### config.mk
export PLATFORM = sky130hd
export DESIGN_NAME = tmr_capture_ppg
export DESIGN_NICKNAME = d
export VERILOG_FILES = /design/src/tmr_pkg.sv /design/src/tmr_capture_ppg.sv /design/src/tmr_edge_filter.sv
export SDC_FILE = /design/constraint.sdc
export NUM_CORES = 1
export LEC_CHECK = 0
export ABC_AREA = 1
export BUFFER_PORTS_ARGS = -buffer_cell sky130_fd_sc_hd__buf_2
export CAP_MARGIN = 15
export CORE_ASPECT_RATIO = 1.5
export CORE_MARGIN = 5
export CORE_UTILIZATION = 65
export DETAILED_ROUTE_END_ITERATION = 10
export PLACE_DENSITY = 0.94
export SETUP_SLACK_MARGIN = 0.4
export SYNTH_ARGS = -nofsm -noshare
export SYNTH_HDL_FRONTEND = slang
export SYNTH_SLANG_ARGS = --single-unit
### constraint.sdc
create_clock -name ref_clk -period 5.8 [get_ports ref_clk]
set_input_delay 0.29 -clock ref_clk [delete_from_list [all_inputs] [get_ports ref_clk]]
set_output_delay 0.29 -clock ref_clk [all_outputs]
set_load 0.05 [all_outputs]
### src/tmr_pkg.sv
// constants, types and register map of the capture/compare timer
// How it works
// - one counter wrap bounds measurable width
// - ppg period is P+1, high is D+1 in match-clear mode
// - input edge still triggers soft one-shot
// - nonzero mode field starts counting at once
// - first match may slip one count clock
// - one-shot only in free-run or edge-clear
// - source select plus both edges: no period capture
// - source select: b edge raises irq only
// - capture edge needs two equal samples
package tmr_pkg;

   localparam int DW = 16;
   localparam int AW = 4;

   localparam logic [3:0] OFS_CTRL  = 4'h0;
   localparam logic [3:0] OFS_PER   = 4'h1;
   localparam logic [3:0] OFS_DUTY  = 4'h2;
   localparam logic [3:0] OFS_CAPC  = 4'h3;
   localparam logic [3:0] OFS_CNT   = 4'h4;
   localparam logic [3:0] OFS_STAT  = 4'h5;
   localparam logic [3:0] OFS_MASK  = 4'h6;
   localparam logic [3:0] OFS_PRE   = 4'h7;

   localparam int SOFT_TRIG_BIT = 5;

   localparam logic [15:0] PER_RST  = 16'hffff;
   localparam logic [15:0] DUTY_RST = 16'h0000;
   localparam logic [15:0] CNT_MAX  = 16'hffff;

   localparam int PRE_W = 6;

   typedef enum logic [1:0] {
      MODE_STOP  = 2'b00,
      MODE_CLR_E = 2'b01,
      MODE_FREE  = 2'b10,
      MODE_CLR_M = 2'b11
   } op_mode_t;

   typedef enum logic [1:0] {
      EDGE_FALL = 2'b00,
      EDGE_RISE = 2'b01,
      EDGE_NONE = 2'b10,
      EDGE_BOTH = 2'b11
   } edge_sel_t;

   typedef enum logic [1:0] {
      OS_IDLE  = 2'b00,
      OS_WAIT  = 2'b01,
      OS_PULSE = 2'b11
   } os_state_t;

   typedef struct packed {
      logic       oneshot_en;
      logic       ppg_mode;
      logic       out_en;
      logic       op_mode_bit_hi;
      logic       op_mode_bit_lo;
   } ctrl_t;

   typedef struct packed {
      edge_sel_t  edge_b;
      edge_sel_t  edge_a;
      logic       duty_cap_en;
      logic       capture_source_sel;
      logic       per_cap_en;
   } capc_t;

   typedef struct packed {
      logic       ovf;
      logic       evt_b;
      logic       evt_a;
   } stat_t;

endpackage
### src/tmr_capture_ppg.sv
// 16-bit timer with capture, square wave, ppg and one-shot output
`timescale 1ns/100ps
`default_nettype none
module tmr_capture_ppg (
   input  wire logic                    ref_clk,              // clock
   input  wire logic                    sys_rst,              // async reset
   input  wire logic                    clk_en,               // freeze when low
   input  wire logic [tmr_pkg::AW-1:0]  reg_addr,             // register index
   input  wire logic [tmr_pkg::DW-1:0]  reg_wdata,            // write data
   input  wire logic                    reg_wr,               // write strobe
   input  wire logic                    reg_rd,               // read strobe
   output logic      [tmr_pkg::DW-1:0]  reg_rdata,            // read data
   input  wire logic                    trigger_capture_in_a, // trigger input
   input  wire logic                    capture_in_b,         // capture input
   output logic                         timer_output_pin,     // timer output
   output logic                         match_capture_irq_a,  // primary event
   output logic                         irq                   // masked status
);

   ////////////////////////////////////////////////////////////////////
   // register state

   tmr_pkg::ctrl_t              ctrl_ff;
   tmr_pkg::capc_t              capc_ff;
   logic [tmr_pkg::DW-1:0]      per_ff;
   logic [tmr_pkg::DW-1:0]      duty_ff;
   logic [tmr_pkg::DW-1:0]      cnt_ff;
   tmr_pkg::stat_t              stat_ff;
   tmr_pkg::stat_t              mask_ff;
   logic [1:0]                  pre_sel_ff;
   logic [tmr_pkg::PRE_W-1:0]   pre_cnt_ff;
   logic                        soft_pend_ff;
   tmr_pkg::os_state_t          os_ff;
   logic                        out_ff;
   logic                        irqa_ff;
   logic                        irq_ff;
   logic [tmr_pkg::DW-1:0]      rdata_ff;

   ////////////////////////////////////////////////////////////////////
   // decode

   tmr_pkg::op_mode_t           mode;
   logic                        wr_ctrl;
   logic                        wr_per;
   logic                        wr_duty;
   logic                        wr_capc;
   logic                        wr_stat;
   logic                        wr_mask;
   logic                        wr_pre;

   assign mode    = tmr_pkg::op_mode_t'({ctrl_ff.op_mode_bit_hi, ctrl_ff.op_mode_bit_lo});
   assign wr_ctrl = reg_wr && (reg_addr == tmr_pkg::OFS_CTRL);
   assign wr_per  = reg_wr && (reg_addr == tmr_pkg::OFS_PER);
   assign wr_duty = reg_wr && (reg_addr == tmr_pkg::OFS_DUTY);
   assign wr_capc = reg_wr && (reg_addr == tmr_pkg::OFS_CAPC);
   assign wr_stat = reg_wr && (reg_addr == tmr_pkg::OFS_STAT);
   assign wr_mask = reg_wr && (reg_addr == tmr_pkg::OFS_MASK);
   assign wr_pre  = reg_wr && (reg_addr == tmr_pkg::OFS_PRE);

   ////////////////////////////////////////////////////////////////////
   // prescaler: count clock enable

   logic                        tick;
   logic [tmr_pkg::PRE_W-1:0]   pre_mask;

   always_comb begin
      case (pre_sel_ff)
         2'h0:    pre_mask = 6'h00;
         2'h1:    pre_mask = 6'h03;
         2'h2:    pre_mask = 6'h0f;
         default: pre_mask = 6'h3f;
      endcase
   end

   // free running, so a start lands anywhere inside a count clock
   assign tick = ((pre_cnt_ff & pre_mask) == pre_mask);

   always_ff @(posedge ref_clk or posedge sys_rst) begin
      if (sys_rst) begin
         pre_cnt_ff <= '0;
      end else if (clk_en) begin
         pre_cnt_ff <= pre_cnt_ff + 6'h01;
      end
   end

   ////////////////////////////////////////////////////////////////////
   // input edges

   logic rise_a;
   logic fall_a;
   logic rise_b;
   logic fall_b;

   tmr_edge_filter u_filt_a (
      .ref_clk (ref_clk),
      .sys_rst (sys_rst),
      .clk_en  (clk_en),
      .tick    (tick),
      .pin     (trigger_capture_in_a),
      .rise    (rise_a),
      .fall    (fall_a)
   );

   tmr_edge_filter u_filt_b (
      .ref_clk (ref_clk),
      .sys_rst (sys_rst),
      .clk_en  (clk_en),
      .tick    (tick),
      .pin     (capture_in_b),
      .rise    (rise_b),
      .fall    (fall_b)
   );

   logic edge_a;
   logic rev_a;
   logic edge_b;

   always_comb begin
      case (capc_ff.edge_a)
         tmr_pkg::EDGE_FALL: begin
            edge_a = fall_a;
            rev_a  = rise_a;
         end
         tmr_pkg::EDGE_RISE: begin
            edge_a = rise_a;
            rev_a  = fall_a;
         end
         tmr_pkg::EDGE_BOTH: begin
            edge_a = rise_a || fall_a;
            rev_a  = 1'b0;
         end
         default: begin
            edge_a = 1'b0;
            rev_a  = 1'b0;
         end
      endcase
      case (capc_ff.edge_b)
         tmr_pkg::EDGE_FALL: edge_b = fall_b;
         tmr_pkg::EDGE_RISE: edge_b = rise_b;
         tmr_pkg::EDGE_BOTH: edge_b = rise_b || fall_b;
         default:            edge_b = 1'b0;
      endcase
   end

   ////////////////////////////////////////////////////////////////////
   // counter events

   logic run;
   logic match_p;
   logic match_d;
   logic os_trig;
   logic cnt_clr;
   logic cap_p;
   logic cap_d;
   logic ev_a;
   logic ev_b;
   logic ev_ovf;

   assign run     = clk_en && tick && (mode != tmr_pkg::MODE_STOP);
   assign match_p = (cnt_ff == per_ff) && !capc_ff.per_cap_en;
   assign match_d = (cnt_ff == duty_ff) && !capc_ff.duty_cap_en;
   // soft trigger and input edge both fire, never in match-clear mode
   assign os_trig = ctrl_ff.oneshot_en
                    && ((mode == tmr_pkg::MODE_FREE) || (mode == tmr_pkg::MODE_CLR_E))
                    && (soft_pend_ff || edge_a);
   assign cnt_clr = ((mode == tmr_pkg::MODE_CLR_E) && edge_a)
                    || ((mode == tmr_pkg::MODE_CLR_M) && match_p)
                    || os_trig;
   // alternate source takes the reverse edge of input a
   assign cap_p   = capc_ff.per_cap_en
                    && (capc_ff.capture_source_sel ? rev_a : edge_b);
   assign cap_d   = capc_ff.duty_cap_en && edge_a;
   assign ev_a    = run && (match_p || cap_p
                    || (capc_ff.capture_source_sel && edge_b));
   assign ev_b    = run && (match_d || cap_d);
   // wrap flags a width beyond one counter period
   assign ev_ovf  = run && (cnt_ff == tmr_pkg::CNT_MAX) && !cnt_clr;

   always_ff @(posedge ref_clk or posedge sys_rst) begin
      if (sys_rst) begin
         cnt_ff <= '0;
      end else if (clk_en && (mode == tmr_pkg::MODE_STOP)) begin
         cnt_ff <= '0;
      end else if (run) begin
         cnt_ff <= cnt_clr ? '0 : cnt_ff + 16'h0001;
      end
   end

   ////////////////////////////////////////////////////////////////////
   // output pin

   always_ff @(posedge ref_clk or posedge sys_rst) begin
      if (sys_rst) begin
         out_ff <= 1'b0;
         os_ff  <= tmr_pkg::OS_IDLE;
      end else if (clk_en) begin
         if (!ctrl_ff.out_en || (mode == tmr_pkg::MODE_STOP)) begin
            out_ff <= 1'b0;
            os_ff  <= tmr_pkg::OS_IDLE;
         end else if (run) begin
            if (ctrl_ff.oneshot_en) begin
               if (os_trig) begin
                  out_ff <= 1'b0;
                  os_ff  <= tmr_pkg::OS_WAIT;
               end else begin
                  case (os_ff)
                     tmr_pkg::OS_WAIT: begin
                        if (match_d) begin
                           out_ff <= 1'b1;
                           os_ff  <= tmr_pkg::OS_PULSE;
                        end
                     end
                     tmr_pkg::OS_PULSE: begin
                        if (match_p) begin
                           out_ff <= 1'b0;
                           os_ff  <= tmr_pkg::OS_IDLE;
                        end
                     end
                     default: os_ff <= tmr_pkg::OS_IDLE;
                  endcase
               end
            end else if (ctrl_ff.ppg_mode) begin
               // high over counts 0..duty, low over duty+1..period
               if (match_p) begin
                  out_ff <= 1'b1;
               end else if (match_d) begin
                  out_ff <= 1'b0;
               end
            end else if (match_p) begin
               out_ff <= !out_ff;
            end
         end
      end
   end

   ////////////////////////////////////////////////////////////////////
   // control registers

   always_ff @(posedge ref_clk or posedge sys_rst) begin
      if (sys_rst) begin
         ctrl_ff <= '0;
      end else if (clk_en && wr_ctrl) begin
         ctrl_ff <= tmr_pkg::ctrl_t'(reg_wdata[4:0]);
      end
   end

   always_ff @(posedge ref_clk or posedge sys_rst) begin
      if (sys_rst) begin
         soft_pend_ff <= 1'b0;
      end else if (clk_en) begin
         if (wr_ctrl && reg_wdata[tmr_pkg::SOFT_TRIG_BIT]) begin
            soft_pend_ff <= 1'b1;
         end else if (tick) begin
            soft_pend_ff <= 1'b0;
         end
      end
   end

   always_ff @(posedge ref_clk or posedge sys_rst) begin
      if (sys_rst) begin
         capc_ff    <= '0;
         pre_sel_ff <= '0;
         mask_ff    <= '0;
      end else if (clk_en) begin
         if (wr_capc) begin
            capc_ff <= tmr_pkg::capc_t'(reg_wdata[6:0]);
         end
         if (wr_pre) begin
            pre_sel_ff <= reg_wdata[1:0];
         end
         if (wr_mask) begin
            mask_ff <= tmr_pkg::stat_t'(reg_wdata[2:0]);
         end
      end
   end

   ////////////////////////////////////////////////////////////////////
   // compare / capture registers: a capture beats a write

   always_ff @(posedge ref_clk or posedge sys_rst) begin
      if (sys_rst) begin
         per_ff <= tmr_pkg::PER_RST;
      end else if (clk_en) begin
         if (run && cap_p) begin
            per_ff <= cnt_ff;
         end else if (wr_per) begin
            per_ff <= reg_wdata;
         end
      end
   end

   always_ff @(posedge ref_clk or posedge sys_rst) begin
      if (sys_rst) begin
         duty_ff <= tmr_pkg::DUTY_RST;
      end else if (clk_en) begin
         if (run && cap_d) begin
            duty_ff <= cnt_ff;
         end else if (wr_duty) begin
            duty_ff <= reg_wdata;
         end
      end
   end

   ////////////////////////////////////////////////////////////////////
   // interrupts

   tmr_pkg::stat_t ev;
   tmr_pkg::stat_t clr;
   tmr_pkg::stat_t nxt_stat;

   always_comb begin
      ev       = '{ovf: ev_ovf, evt_b: ev_b, evt_a: ev_a};
      clr      = wr_stat ? tmr_pkg::stat_t'(reg_wdata[2:0]) : '0;
      nxt_stat = (stat_ff & ~clr) | ev;
   end

   always_ff @(posedge ref_clk or posedge sys_rst) begin
      if (sys_rst) begin
         stat_ff <= '0;
         irq_ff  <= 1'b0;
      end else if (clk_en) begin
         stat_ff <= nxt_stat;
         irq_ff  <= |(nxt_stat & mask_ff);
      end
   end

   // refreshed only at count clock ticks, so it lasts one count clock
   always_ff @(posedge ref_clk or posedge sys_rst) begin
      if (sys_rst) begin
         irqa_ff <= 1'b0;
      end else if (clk_en && tick) begin
         irqa_ff <= ev_a;
      end
   end

   ////////////////////////////////////////////////////////////////////
   // read port

   always_ff @(posedge ref_clk or posedge sys_rst) begin
      if (sys_rst) begin
         rdata_ff <= '0;
      end else if (clk_en) begin
         if (!reg_rd) begin
            rdata_ff <= '0;
         end else if (reg_addr == tmr_pkg::OFS_CTRL) begin
            rdata_ff <= {11'h000, ctrl_ff};
         end else if (reg_addr == tmr_pkg::OFS_PER) begin
            rdata_ff <= per_ff;
         end else if (reg_addr == tmr_pkg::OFS_DUTY) begin
            rdata_ff <= duty_ff;
         end else if (reg_addr == tmr_pkg::OFS_CAPC) begin
            rdata_ff <= {9'h000, capc_ff};
         end else if (reg_addr == tmr_pkg::OFS_CNT) begin
            rdata_ff <= cnt_ff;
         end else if (reg_addr == tmr_pkg::OFS_STAT) begin
            rdata_ff <= {13'h0000, stat_ff};
         end else if (reg_addr == tmr_pkg::OFS_MASK) begin
            rdata_ff <= {13'h0000, mask_ff};
         end else if (reg_addr == tmr_pkg::OFS_PRE) begin
            rdata_ff <= {14'h0000, pre_sel_ff};
         end else begin
            rdata_ff <= '0;
         end
      end
   end

   ////////////////////////////////////////////////////////////////////
   // outputs

   assign reg_rdata           = rdata_ff;
   assign timer_output_pin    = out_ff;
   assign match_capture_irq_a = irqa_ff;
   assign irq                 = irq_ff;

endmodule
`default_nettype wire

### src/tmr_edge_filter.sv
// noise filter and edge detector for one capture input
`timescale 1ns/100ps
`default_nettype none
module tmr_edge_filter (
   input  wire logic ref_clk,   // clock
   input  wire logic sys_rst,   // async reset
   input  wire logic clk_en,    // freeze when low
   input  wire logic tick,      // sampling clock enable
   input  wire logic pin,       // raw input
   output logic      rise,      // accepted rising edge
   output logic      fall       // accepted falling edge
);

   logic samp_ff;
   logic lvl_ff;
   logic agree;

   // a new level counts only after two equal samples
   assign agree = tick && (pin == samp_ff) && (pin != lvl_ff);
   assign rise  = agree && pin;
   assign fall  = agree && !pin;

   always_ff @(posedge ref_clk or posedge sys_rst) begin
      if (sys_rst) begin
         samp_ff <= 1'b0;
         lvl_ff  <= 1'b0;
      end else if (clk_en && tick) begin
         samp_ff <= pin;
         if (agree) begin
            lvl_ff <= pin;
         end
      end
   end

endmodule
`default_nettype wire

==> metrics.txt, run 1 <==
Crit Path Class=reg -> reg; Slowest-stage cell, CP=nand2_1; setup TNS=0 ns; nets=845; outcome=finished with violations; post-synth cell types=43; relative slew slack=30.0%; final worst path period need=between 2 and 3 ns; synth warn=0; GRT Total Usage=~32%; data required time of the worst path=6.00 ns; CTS buffer count=9; RSZ-0062 raised after global routing=no; Vias/cell=about 6.3; Core Area=0.00878 mm²; CTS tree=done; largest family of logic cells by synthesized area=simple AND/OR/NAND/NOR gates; area grow syn2layout=9.23%; # IOs=46; CP cell instances=nand2_1 > nor2_1 > nand2_1 > nand2_4 > nand2_2 > nand2_1 > nand3_1 > nor3_1 > xor2_1 > a21oi_1; number of buffers added on ports=45; CTS clock-pin slew for the worst setup and hold paths=0.07 ns; Hold Vio Cnt, Final=22; Max Fanout on Critical Path=22; post-layout util=72.6%; met2 WL=8.63 mm; # hold bufs at CTS=0; Crit. End Element=flop; delay-heaviest family, CP=simple AND/OR/NAND/NOR gates; number of max-cap violations=0; syn avg cell area=7.43 µm²; multiplexer area fraction after synthesis=0%; DIE AREA=0.0110 mm²; WHS=-0.0161 ns; P_leak=between 3 and 4 nW; power per standard cell area=368 mW/mm²; DRT iter0 DRCs=~800; WP data arrival=2.77 ns; # DRC=0; Max Clock Freq=389 MHz; slowest stage delay, CP=~0.65 ns; share of cells above drive strength 1=roughly 12%; Hold Path Class=in -> async; # rows=42; register area share after synthesis=between 40% and 50%; die height=126 µm; DRT Pass-1 Iters=6; Max Root-Sink Buffers=2; Post-synth EDFFs=0; Top Metal Used=met4; via count=5824; Async SR Flop Fraction=100%; CP most frequent cell=nand2_1; CTS resizes=0; flops & latches, synth=100; Worst Skew=0.00974 ns; wire length per cell=roughly 18 µm; Post-Synth Simple-Gate Area=28.2%; CP Launch Type=flop; Syn Nets=817; post-synthesis adder-cell area fraction=1.07%; initial core utilization=66.4%; Tcrit/Tclk final=roughly 44%; pins over their slew limit=0; Syn Inst Count=785; gp weighted congestion=1.00; DRT antenna net count=0; xor/xnor share of the synthesized area=between 2 and 3%; Bufs and invs on worst path=0; first-pass GRT wire length=27.6 mm; chip width=87.3 µm; Skew-Pair Late Insertion Delay=0.35 ns; WL met1=about 6.2 mm; H-tree depth=3; Peak VDD IR=about 0.27 mV; GRT overflow=0; vias in the first global route=about 5500; CTS Sinks=100; DR WL met3=roughly 1.2 mm; drt total wl=17.1 mm; Post-Syn Area=0.00583 mm²; ANT cells=0; largest net degree at the start of global routing=62; failing checks=hold timing; setup bufs post-CTS=0; endpoints failing setup=0; compound-gate portion of the synthesized area=16.6%; initial antenna violation count=0; placed wire-length estimate=around 12 mm; Main synth FF type=dfrtp_1; Worst-Margin Slew=approximately 1.0 ns; root buf cell=clkbuf_16
## path summary, 6_finish.rpt
| path | to | cells after the start | start | slack (ns) |
|---|---|---|---|---|
| min in group ref_clk | u_filt_b.samp_ff | 3 | capture_in_b | 0.19 |
| worst max register to register | cnt_ff[15] | 10 | pre_cnt_ff[0] | 3.23 |
| worst min-delay path | u_filt_a.lvl_ff | 2 | sys_rst | -0.02 |
| worst min register to register | reg_rdata[12] | 2 | reg_rdata[12] | 0.49 |
| max in group asynchronous | duty_ff[5] | 3 | sys_rst | 4.65 |
| worst max-delay path | cnt_ff[15] | 10 | pre_cnt_ff[0] | 3.23 |
## area by class of cell
type                            instances  area [µm²]
Clock buffer                           10         229
Fill cell                             650        2410
Sequential cell                       100        2520
Tap cell                              110         138
Inverter                               89         337
Timing Repair Buffer                   46         233
Multi-Input combinational cell        567        2820
Clock inverter                          6        88.8
## synth_stat cells, types with 12 or more instances
| cell type | n | area (µm²) |
|---|---|---|
| nand4_1 | 12 | 75.1 |
| dfrtp_1 | 84 | 2100 |
| clkbuf_1 | 12 | 45.0 |
| nand3_1 | 44 | 220 |
| o211ai_1 | 19 | 143 |
| o21ai_1 | 24 | 120 |
| nand2_1 | 223 | 837 |
| inv_1 | 85 | 319 |
| o21ai_0 | 79 | 395 |
| a21oi_1 | 22 | 110 |
| dfstp_2 | 16 | 420 |
| nor2_1 | 68 | 255 |
## worst reg2reg max path, delay by kind of cell, from the launching register on
family / cells / cell delay (ns)
and+or+nand+nor: 8 / 1.79
DFF: 1 / 0.39
xor gates and xnor gates: 1 / 0.18
AOI/OAI and AO/OA: 1 / 0.06
## power by group
part	internal, mW	leakage (nW)	switching (mW)	total, mW
sequential	0.906	1.24	0.169	1.07
combinational	0.218	1.72	0.397	0.615
clock	0.379	0.149	0.276	0.656
## cells in the final DEF, fill, tap and decap left out, types with 7 or more instances in the layout
| master | count |
|---|---|
| o21ai_1 | 24 |
| clkbuf_16 | 9 |
| xnor2_1 | 7 |
| a21oi_1 | 22 |
| dfrtp_1 | 84 |
| nand3_1 | 44 |
| nor2_1 | 68 |
| nand2_1 | 223 |
| dfstp_2 | 16 |
| o211ai_1 | 19 |
| o21ai_0 | 79 |
| buf_2 | 45 |
| nand4_1 | 12 |
| xor2_1 | 10 |
| inv_1 | 84 |
| nand3b_1 | 7 |
| a221oi_1 | 9 |
## stage by stage
stage	setup slack [ns]	power, mW	hold WS [ns]	cells	cell area (µm²)
2_1_floorplan	2.92	1.49	0.400	785	5830
3_3_place_gp	3.19	1.64	0.363	912	6050
3_5_place_dp	2.99	1.68	0.368	912	6050
4_1_cts	3.26	2.32	0.00335	928	6370
5_1_grt	3.00	2.46	0.0249	928	6370
6_report	3.23	2.35	-0.0161	928	6370
## registers in the layout (all words and copies together), names as in the netlist, 2 cells and up
signal and count:
pre_sel_ff 2, duty_ff 16, pre_cnt_ff 6, mask_ff 3, cnt_ff 16, stat_ff 3, capc_ff 7, per_ff 16
os_ff 2, reg_rdata 16, ctrl_ff 5
## layer usage
layer,GRT usage [%],vias up
li1,-,2649
met1,39.2,2742
met2,52.4,342
met3,4.90,91
met4,20.3,0
met5,0,-
## kinds of logic after synthesis
family                     after synthesis
DFF                                    100
and+or+nand+nor                        377
xor gates and xnor gates                17
buffers and inverters                  118
AOI/OAI and AO/OA                      168
adders and majority gates                5
(Power assumes the default switching activity.)
==> run 2: changes to the inputs <==
- CORE_UTILIZATION: 65 -> 61
- PLACE_DENSITY: 0.94 -> 0.9
- clock period: 5.8 -> 2.5 ns (I/O delays scaled with it)
==> metrics.txt, run 2 (synthesis gave the netlist of run 1 again) <==
Worst Skew=0.00669 ns; # IOs=46; data required time of the worst path=2.76 ns; Core Area=0.00931 mm²; P_leak=3.17 nW; number of buffers added on ports=between 40 and 50; DIE AREA=0.0117 mm²; share of cells above drive strength 1=14.5%; number of max-cap violations=0; CTS Sinks=100; nets=862; initial antenna violation count=0; FF/Latch Area=~0.0025 mm²; area grow syn2layout=11.8%; first-pass GRT wire length=28.5 mm; post-layout util=a little over two thirds; gp weighted congestion=roughly 0.99; root buf cell=clkbuf_16; Crit. End Element=flop; GRT overflow=0; commonest non-fill, non-tap cell in the layout=nand2_1; multi-input logic area=0.00286 mm²; endpoints failing setup=0; Worst-Margin Slew=between 0.7 and 0.8 ns; most frequent cells in the layout=222 x nand2_1, 83 x inv_1, 82 x dfrtp_1; chip width=between 80 and 90 µm; Skew-Pair Late Insertion Delay=0.36 ns; Hold Vio Cnt, Final=0; GRT Total Usage=30.8%; initial core utilization=62.6%; CP Launch Type=flop; drt total wl=17.8 mm; Worst Setup SP=pre_cnt_ff[0]; WHS=0.0328 ns; via count=5926; Layout fillers=748; Max Root-Sink Buffers=2; largest net degree at the start of global routing=41; final worst path period need=2.01 ns; ANT cells=0; Crit Path Class=reg -> reg; total placed cells including tap cells=around 900; Tcrit/Tclk final=80.5%; CTS buffer count=9; Vias/cell=6.26; DRT Pass-1 Iters=6; Finished Layout Cells=947; DRT antenna net count=0; placed wire-length estimate=12.6 mm; outcome=finished, final reports clean; power per standard cell area=about 810 mW/mm²; CTS clock-pin slew for the worst setup and hold paths=0.07 ns; # rows=43; # DRC=0; Peak VDD IR=between 0.5 and 0.6 mV; WP data arrival=roughly 2.3 ns; Max Fanout on Critical Path=31; relative slew slack=50.4%; pins over their slew limit=0; post-route cell area=0.00652 mm²; die height=130 µm; H-tree depth=3; CTS tree=done; min-delay src=capture_in_b; wire length per cell=18.8 µm; Max Clock Freq=around 500 MHz; DRT iter0 DRCs=536; RSZ-0062 raised after global routing=no; vias in the first global route=5674; setup TNS=0 ns; RR Startpoint=pre_cnt_ff[0]; Hold Path Class=in -> reg; placed cell area=approximately 0.006 mm²
==> run 2: cell count changes in the layout (fill, tap and decap cells not counted), sizes merged <==
cell         change
clkinv           +1
clkbuf           -1
clkinvlp         +2
dlygate4sd3      +1
bufinv           -2
buf             +15
nand3            +1
==> run 2: final timing paths <==
check / end / slack, ns / cells after the start
max: per_ff[12] / 0.49 / 12
min: u_filt_b.samp_ff / 0.03 / 3
max reg2reg: per_ff[12] / 0.49 / 12
min reg2reg: reg_rdata[15] / 0.49 / 2
max in group asynchronous: per_ff[4] / 1.49 / 4
min in group asynchronous: u_filt_a.lvl_ff / 0.32 / 3
==> run 2: through the flow <==
step,setup slack (ns),power [mW]
after floorplan,0.922,3.46
after global placement,0.499,3.81
after detailed placement,0.380,3.89
after CTS,0.441,5.24
after global routing,0.376,5.60
final,0.487,5.30
==> run 2: per-layer routing <==
metal | wire, µm | part of all wire, % | track usage [%] | up-vias
li1 | - | - | - | 2675
met1 | 6270 | 35 | 34.5 | 2770
met2 | 8830 | 49 | 52.7 | 376
met3 | 1400 | 7.8 | 6.06 | 105
met4 | 1340 | 7.5 | 21.8 | 0
met5 | 0 | 0 | 0 | -
==> run 2: repair_timing <==
item,CTS,global route
hold buffers,1,0
resized for setup,1,10
buffers inserted,0,6
cloned,1,0
setup endpoints to repair,4,46
pin swaps,1,1
hold endpoints to repair,15,0
==> run 2: area by class of cell <==
type,count,share of cell area (%)
clock buffer,9,3.45
inverter,89,5.22
timing repair buffer,62,5.70
multi-input combinational,568,43.8
tap,112,2.15
clock inverter,7,0.921
sequential,100,38.7
==> run 2: where the power goes <==
part,leakage (nW),switching [mW],internal [mW]
logic,1.80,0.927,0.534
registers,1.24,0.386,2.10
clock network,0.130,0.663,0.689
total,3.17,1.97,3.33
==> run 2: worst max-delay path, cell delays in order, from the launching register on <==
cell and delay, ns:
dfrtp_1 0.39, nand2_1 0.12, nor2_1 0.12, nand2_1 0.11, nand2_4 0.13, nand3_1 0.18
inv_4 0.16, nand3_4 0.14, buf_6 0.23, nand2_1 0.11, o21ai_1 0.07, nand2_1 0.06
o21ai_0 0.09
